==> src/logic/xps_pkg.sv <==
// constants and carrier types for the crosspoint serial configuration block
// assumes a single 50 MHz system clock samples every serial pin
package xps_pkg;

  // ==========================================================================
  // geometry
  localparam int XPS_WORD_W = 16;
  localparam int XPS_NUM_OUT = 16;
  localparam int XPS_SRC_W = 5;
  localparam int XPS_DST_W = 4;
  localparam int XPS_BANK_SIZE = 4;
  localparam int XPS_SYNC_W = 4;

  // ==========================================================================
  // pin positions inside the synchroniser vector
  localparam int XPS_PIN_SCLK = 0;
  localparam int XPS_PIN_DIN = 1;
  localparam int XPS_PIN_STROBE = 2;
  localparam int XPS_PIN_RESET = 3;

  // ==========================================================================
  // field positions of the command word
  localparam int XPS_CMD_HI = 15;
  localparam int XPS_CMD_LO = 13;
  localparam int XPS_SRC_HI = 12;
  localparam int XPS_SRC_LO = 8;
  localparam int XPS_DST_HI = 3;
  localparam int XPS_DST_LO = 0;
  localparam int XPS_BANK_HI = 9;
  localparam int XPS_BANK_LO = 8;
  localparam int XPS_BCAST_EN_BIT = 0;
  localparam int XPS_CLAMP_BIT = 9;
  localparam int XPS_POWER_BIT = 1;
  localparam int XPS_GLOBAL_BIT = 0;

  // ==========================================================================
  // command codes and reset values
  localparam logic [2:0] XPS_CMD_ROUTE = 3'h0;
  localparam logic [2:0] XPS_CMD_ENABLE = 3'h1;
  localparam logic [2:0] XPS_CMD_GAIN = 3'h2;
  localparam logic [2:0] XPS_CMD_BCAST = 3'h3;
  localparam logic [2:0] XPS_CMD_CONTROL = 3'h7;
  localparam logic [15:0] XPS_WORD_RST = 16'h0000;
  localparam logic [15:0] XPS_EN_RST = 16'h0000;
  localparam logic [15:0] XPS_GAIN_RST = 16'h0000;
  localparam logic [4:0] XPS_SRC_RST = 5'h00;

  // ==========================================================================
  // carriers
  typedef struct packed {
    logic clamp_en;
    logic operational;
    logic global_en;
  } xps_ctrl_s;

  typedef struct packed {
    logic active;
    logic [4:0] source;
  } xps_bcast_s;

  typedef logic [15:0][4:0] xps_route_t;

endpackage

==> src/logic/xps_serial_cfg.sv <==
// serial configuration front end of a 32 by 16 video crosspoint
// assumes serial clock, data, strobe and reset pins are asynchronous to
// clock and that the serial clock is well below a quarter of clock's rate
`timescale 1ns/1ps

module xps_serial_cfg (
  input wire logic clock,
  input wire logic rst_n,
  input wire logic serial_clk,
  input wire logic serial_in,
  input wire logic load_strobe,
  input wire logic reset_pin,
  output logic chain_out,
  output xps_pkg::xps_route_t route_map,
  output logic [15:0] drive_en,
  output logic [15:0] gain_x2,
  output xps_pkg::xps_ctrl_s ctrl,
  output xps_pkg::xps_bcast_s bcast
);
  import xps_pkg::*;

  // ==========================================================================
  // pin synchronisers
  logic [XPS_SYNC_W-1:0] pins_raw;
  logic [XPS_SYNC_W-1:0] sync1_reg;
  logic [XPS_SYNC_W-1:0] sync2_reg;
  logic [XPS_SYNC_W-1:0] prev_reg;
  logic sclk_rise;
  logic sclk_fall;
  logic strobe_rise;
  logic din;
  logic dev_reset;
  logic clear_cfg;

  assign pins_raw[XPS_PIN_SCLK] = serial_clk;
  assign pins_raw[XPS_PIN_DIN] = serial_in;
  assign pins_raw[XPS_PIN_STROBE] = load_strobe;
  assign pins_raw[XPS_PIN_RESET] = reset_pin;

  // two flops per pin; only sync2 and its delayed copy feed logic
  always_ff @(posedge clock) begin
    if (!rst_n) begin
      sync1_reg <= '0;
      sync2_reg <= '0;
      prev_reg <= '0;
    end else begin
      sync1_reg <= pins_raw;
      sync2_reg <= sync1_reg;
      prev_reg <= sync2_reg;
    end
  end

  // data and clock share equal synchroniser delay, so setup is kept
  assign din = sync2_reg[XPS_PIN_DIN];
  assign sclk_rise = sync2_reg[XPS_PIN_SCLK] & ~prev_reg[XPS_PIN_SCLK];
  assign sclk_fall = ~sync2_reg[XPS_PIN_SCLK] & prev_reg[XPS_PIN_SCLK];
  assign strobe_rise = sync2_reg[XPS_PIN_STROBE] & ~prev_reg[XPS_PIN_STROBE];
  assign dev_reset = sync2_reg[XPS_PIN_RESET];
  assign clear_cfg = !rst_n || dev_reset;

  // ==========================================================================
  // shift register and chain output
  logic [15:0] shift_reg;
  logic [15:0] shift_next;

  assign shift_next = {din, shift_reg[15:1]};

  always_ff @(posedge clock) begin
    if (clear_cfg) begin
      shift_reg <= XPS_WORD_RST;
    end else if (sclk_rise) begin
      shift_reg <= shift_next;
    end
  end

  // chain delay and falling edge
  // a bit reaches shift_reg[0] fifteen rises after entry; the next fall
  // puts it out, giving the half-clock extra delay that chaining needs
  always_ff @(posedge clock) begin
    if (clear_cfg) begin
      chain_out <= 1'b0;
    end else if (sclk_fall) begin
      chain_out <= shift_reg[0];
    end
  end

  // ==========================================================================
  // command decode
  logic [2:0] cmd;
  logic [4:0] word_src;
  logic [3:0] word_dst;
  logic [1:0] word_bank;
  logic latch_route;
  logic latch_enable;
  logic latch_gain;
  logic latch_bcast;
  logic latch_ctrl;

  assign cmd = shift_reg[XPS_CMD_HI:XPS_CMD_LO];
  assign word_src = shift_reg[XPS_SRC_HI:XPS_SRC_LO];
  assign word_dst = shift_reg[XPS_DST_HI:XPS_DST_LO];
  assign word_bank = shift_reg[XPS_BANK_HI:XPS_BANK_LO];
  // codes 4 to 6 match no strobe term
  assign latch_route = strobe_rise && (cmd == XPS_CMD_ROUTE);
  assign latch_enable = strobe_rise && (cmd == XPS_CMD_ENABLE);
  assign latch_gain = strobe_rise && (cmd == XPS_CMD_GAIN);
  assign latch_bcast = strobe_rise && (cmd == XPS_CMD_BCAST);
  assign latch_ctrl = strobe_rise && (cmd == XPS_CMD_CONTROL);

  // ==========================================================================
  // configuration store
  xps_route_t route_reg;
  logic [15:0] en_reg;
  logic [15:0] gain_reg;
  xps_ctrl_s ctrl_reg;
  xps_bcast_s bcast_reg;

  // per-output routing, enable and gain slices
  for (genvar k = 0; k < XPS_NUM_OUT; k++) begin : g_out
    localparam logic [3:0] K_DST = 4'(k);
    localparam logic [1:0] K_BANK = 2'(k / XPS_BANK_SIZE);
    localparam int K_BIT = 2 * (k % XPS_BANK_SIZE);

    always_ff @(posedge clock) begin
      if (clear_cfg) begin
        route_reg[k] <= XPS_SRC_RST;
      end else if (latch_route && word_dst == K_DST) begin
        route_reg[k] <= word_src;
      end
    end

    always_ff @(posedge clock) begin
      if (clear_cfg) begin
        en_reg[k] <= XPS_EN_RST[k];
      end else if (latch_enable && word_bank == K_BANK) begin
        en_reg[k] <= shift_reg[K_BIT];
      end
    end

    always_ff @(posedge clock) begin
      if (clear_cfg) begin
        gain_reg[k] <= XPS_GAIN_RST[k];
      end else if (latch_gain && word_bank == K_BANK) begin
        gain_reg[k] <= shift_reg[K_BIT];
      end
    end
  end

  always_ff @(posedge clock) begin
    if (clear_cfg) begin
      bcast_reg <= '0;
    end else if (latch_bcast) begin
      bcast_reg.active <= shift_reg[XPS_BCAST_EN_BIT];
      bcast_reg.source <= word_src;
    end
  end

  always_ff @(posedge clock) begin
    if (clear_cfg) begin
      ctrl_reg <= '0;
    end else if (latch_ctrl) begin
      ctrl_reg.clamp_en <= shift_reg[XPS_CLAMP_BIT];
      ctrl_reg.operational <= shift_reg[XPS_POWER_BIT];
      ctrl_reg.global_en <= shift_reg[XPS_GLOBAL_BIT];
    end
  end

  // ==========================================================================
  // registered outputs, one cycle behind the store
  // route words sent during broadcast still land in the store; the host
  // is expected to avoid that, and nothing here guards against it
  always_ff @(posedge clock) begin
    if (clear_cfg) begin
      route_map <= '0;
    end else begin
      for (int i = 0; i < XPS_NUM_OUT; i++) begin
        route_map[i] <= bcast_reg.active ? bcast_reg.source : route_reg[i];
      end
    end
  end

  always_ff @(posedge clock) begin
    if (clear_cfg) begin
      drive_en <= '0;
    end else begin
      drive_en <= en_reg & {XPS_NUM_OUT{ctrl_reg.global_en}};
    end
  end

  // gain, control and broadcast copies for the analog side
  always_ff @(posedge clock) begin
    if (clear_cfg) begin
      gain_x2 <= '0;
      ctrl <= '0;
      bcast <= '0;
    end else begin
      gain_x2 <= gain_reg;
      ctrl <= ctrl_reg;
      bcast <= bcast_reg;
    end
  end

  // ==========================================================================
  // checks
  logic all_bcast;
  logic all_store;
  logic [3:0] word_bits;

  // helper: the four alternate bank bits, highest output first
  assign word_bits = {shift_reg[6], shift_reg[4], shift_reg[2], shift_reg[0]};

  // helper: every output shows the broadcast source, or the store
  always_comb begin
    all_bcast = 1'b1;
    all_store = 1'b1;
    for (int i = 0; i < XPS_NUM_OUT; i++) begin
      if (route_map[i] != bcast_reg.source) begin
        all_bcast = 1'b0;
      end
      if (route_map[i] != route_reg[i]) begin
        all_store = 1'b0;
      end
    end
  end
endmodule

==> config.mk <==
export PLATFORM = sky130hd
export DESIGN_NAME = xps_serial_cfg
export DESIGN_NICKNAME = d
export VERILOG_FILES = /design/src/logic/xps_pkg.sv /design/src/logic/xps_serial_cfg.sv
export SDC_FILE = /design/constraint.sdc
export NUM_CORES = 1
export LEC_CHECK = 0
export ABC_AREA = 0
export BUFFER_PORTS_ARGS = -buffer_cell sky130_fd_sc_hd__buf_2
export CAP_MARGIN = 10
export CORE_ASPECT_RATIO = 0.7
export CORE_MARGIN = 4
export CORE_UTILIZATION = 60
export CTS_BUF_LIST = sky130_fd_sc_hd__clkbuf_8
export DETAILED_ROUTE_END_ITERATION = 12
export PLACE_DENSITY_LB_ADDON = 0.2
export SKIP_CTS_REPAIR_TIMING = 1
export SLEW_MARGIN = 30
export SYNTH_ARGS = -nofsm -noshare
export SYNTH_HDL_FRONTEND = slang
export SYNTH_SLANG_ARGS = --single-unit
export TNS_END_PERCENT = 100
==> constraint.sdc <==
create_clock -name clock -period 2.1 [get_ports clock]
set_input_delay 0.42 -clock clock [delete_from_list [all_inputs] [get_ports clock]]
set_output_delay 0.42 -clock clock [all_outputs]
set_load 0.01 [all_outputs]
==> summary.txt <==
Run status
  – Status: finished, final reports clean

Critical path
  – Startpoint types: flip-flop
  – Delay-heaviest family, CP: simple AND/OR/NAND/NOR gates
  – CP startpoint: shift_reg[13]
  – CP endpoint kind: flip-flop
  – R2R setup slack: 0.38 ns
  – RR Startpoint: shift_reg[13]
  – CP arrival: 2.14 ns
  – Buf/Inv on CP: 0
  – Largest fanout on the critical path: 10
  – Register-to-Register Path Depth: 3
  – R2R Path End: en_reg[2]
  – Worst path required time: 2.53 ns
  – Worst setup path end: en_reg[2]
  – Slowest cell on crit path: dfxtp_1
  – Type of the worst setup path: flip-flop to flip-flop
  – Cells along the critical path: nand2b_1 -> nor4b_4 -> mux2i_1
  – Crit-path max cell delay: 0.61 ns
  – Number of cells on the critical path: 3

STA
  – Final setup fails: 0
  – Final Max Slew Viols: 0
  – Worst setup margin: 0.384 ns
  – Slew HR: 0.584
  – Final hold violation count: 0
  – Final cycle utilization of the critical path: 0.817
  – Measured slew at the worst slew-check pin: 0.624 ns
  – RSZ-0062 raised after global routing: no
  – Clock Skew: 0.0169 ns
  – Fmax: 0.583 GHz
  – Total Neg Setup Slack: 0 ns
  – Minimum clock period after layout: 1.72 ns

Global routing
  – Vias in the first global route: 6242
  – Largest net degree at the start of global routing: 71
  – GRT overflow: 0
  – First-pass GRT wire length: 32300 um
  – Total GRT Usage: 0.224
  – Initial antenna violation count: 1

Die
  – Die ar.: 0.0176 sq mm
  – Number of I/O pins: 128
  – Core Area: 0.0150 sq mm
  – Starting Density: 0.623
  – Row cnt: 37
  – Die W: 157 um
  – Die Height: 112 um

Detailed routing
  – Total number of vias: 6430
  – TritonRoute pass-1 iters: 5
  – Vias per cell: 5.17
  – Antenna-violating nets left: 0
  – Residual DRC: 0
  – Detailed Route WL: 19800 um
  – DRT iter0 DRCs: 360
  – WL/cell: 15.9 um

Clock network
  – CTS clk-pin slew, worst paths: 0.07 ns
  – Max Root-Sink Buffers: 3
  – CTS tree: done
  – H-tree depth: 2
  – Clk Latency, worst-skew pair: 0.50 ns
  – Clock sink total: 269
  – Total CTS buffers: 38
  – Clock root buffer: clkbuf_8

Yosys
  – YS warnings: 0
  – Cells after Synth: 910
  – Synth unique cells: 31
  – Post-Syn Area: 0.00931 sq mm
  – Synth Area per Inst: 10.2 sq um
  – Post-Syn Nets: 916
  – Sequential area share after synthesis: 0.578
  – Post-synthesis sequential element count: 269

Worst hold path
  – HP Class: input port to flip-flop

Power and ir drop
  – Leak pwr: 5.08 nW
  – Maximum VDD drop: 0.546 mV
  – Power Density: 839 mW/mm^2

Cells and area
  – Synth-to-Final Area Change: 16.6%
  – Post-layout net count: 1034
  – ANT cells: 0
  – Share of post-route cells with drive strength above 1: 0.216

Job
  – Max cap viols: 0

Place
  – PortBufs: 127
  – Post-DP HPWL: 12600 um
  – Pre-CTS WS: 0.264 ns
  – Routability congestion estimate from global placement: 0.832
## power by group
| part | leakage [nW] | total, W | internal (W) | switching, W |
|---|---|---|---|---|
| sequential | 2.17 | 0.00512 | 0.00511 | 0.00000453 |
| combinational | 2.51 | 0.000159 | 0.0000407 | 0.000118 |
| clock | 0.400 | 0.00384 | 0.00204 | 0.00180 |
| total | 5.08 | 0.00911 | 0.00719 | 0.00193 |
## placed cells by master, fill, tap and decap left out, drive strengths merged, types with 3 or more instances in the layout
master / count
o21ai: 9
nand2b: 84
nand3: 10
dfxtp: 269
nand2: 159
nor4b: 3
inv: 24
nor2b: 6
and2: 21
buf: 149
and3: 16
a21oi: 105
nand4: 16
mux2i: 113
nor2: 4
clkinv: 3
clkbuf: 48
## area by class of cell
class / instances / area, sq um
multi-input cells: 554 / 3580
clock inverters: 12 / 52.6
clock buffers: 48 / 661
well taps: 195 / 244
inverters: 16 / 60.1
flip-flops and latches: 269 / 5390
fillers: 1102 / 4090
repair buffers: 149 / 876
## layer usage
| metal | vias up | share of wire | track usage |
|---|---|---|---|
| li1 | 3223 | - | - |
| met1 | 2997 | 0.51 | 0.341 |
| met5 | - | 0.00066 | 0 |
| met4 | 2 | 0.013 | 0.0526 |
| met2 | 183 | 0.41 | 0.322 |
| met3 | 25 | 0.061 | 0.0516 |
## per-stage QoR
stage | hold slack [ns] | std cells | utilization | power [W] | instance area [sq um]
after detailed placement | 0.411 | 1183 | 0.679 | 0.00539 | 10200
after floorplan | 0.404 | 910 | - | 0.00534 | 9310
after CTS | 0.106 | 1243 | 0.727 | 0.00919 | 10900
final | 0.130 | 1243 | 0.727 | 0.00911 | 10900
after global placement | 0.415 | 1183 | 0.679 | 0.00539 | 10200
after global routing | 0.100 | 1243 | 0.727 | 0.00944 | 10900
## synthesized netlist by cell type (all sizes together)
| library cell | count | share of area |
|---|---|---|
| nand4 | 16 | 0.023 |
| a21oi | 105 | 0.056 |
| nand3b | 1 | 0.0012 |
| mux2i | 113 | 0.12 |
| nor3b | 1 | 0.0013 |
| nand3 | 10 | 0.0075 |
| nand2b | 84 | 0.056 |
| nor2 | 4 | 0.0024 |
| nand2 | 159 | 0.064 |
| dfxtp | 269 | 0.58 |
| nand4b | 2 | 0.0035 |
| and3b | 1 | 0.00094 |
| and4 | 1 | 0.00094 |
| o21ai | 9 | 0.0048 |
| and3 | 16 | 0.011 |
| and4b | 2 | 0.0021 |
| and2 | 21 | 0.014 |
| buf | 21 | 0.012 |
| nor4b | 3 | 0.0077 |
| nor2b | 6 | 0.0040 |
| clkbuf | 50 | 0.020 |
| inv | 16 | 0.0064 |
## logic make-up after synthesis
kind of cell	count (synthesis)	share of synthesized area
DFF	269	0.578
muxes	113	0.121
and+or+nand+nor	327	0.200
AOI/OAI and AO/OA	114	0.0613
buffers and inverters	87	0.0392
## worst register-to-register path, delay by kind of cell (launching register included)
family           cells  cell delay [ns]
flip-flops           1             0.61
AND/OR/NAND/NOR      2             0.81
multiplexers         1             0.23
## how the worst min path moves through the flow
| stage | from | to | slack [ns] | depth (start not counted) |
|---|---|---|---|---|
| 5_1_grt | serial_in | sync1_reg[1] | 0.10 | 2 |
| 3_3_place_gp | gain_reg[4] | gain_x2[4] | 0.41 | 2 |
| 2_1_floorplan | gain_reg[0] | gain_x2[0] | 0.40 | 2 |
| 3_5_place_dp | gain_reg[10] | gain_x2[10] | 0.41 | 2 |
| 6_report | reset_pin | sync1_reg[3] | 0.13 | 2 |
| 4_1_cts | reset_pin | sync1_reg[3] | 0.11 | 2 |
Note: power is estimated with default switching activity, not from simulation.
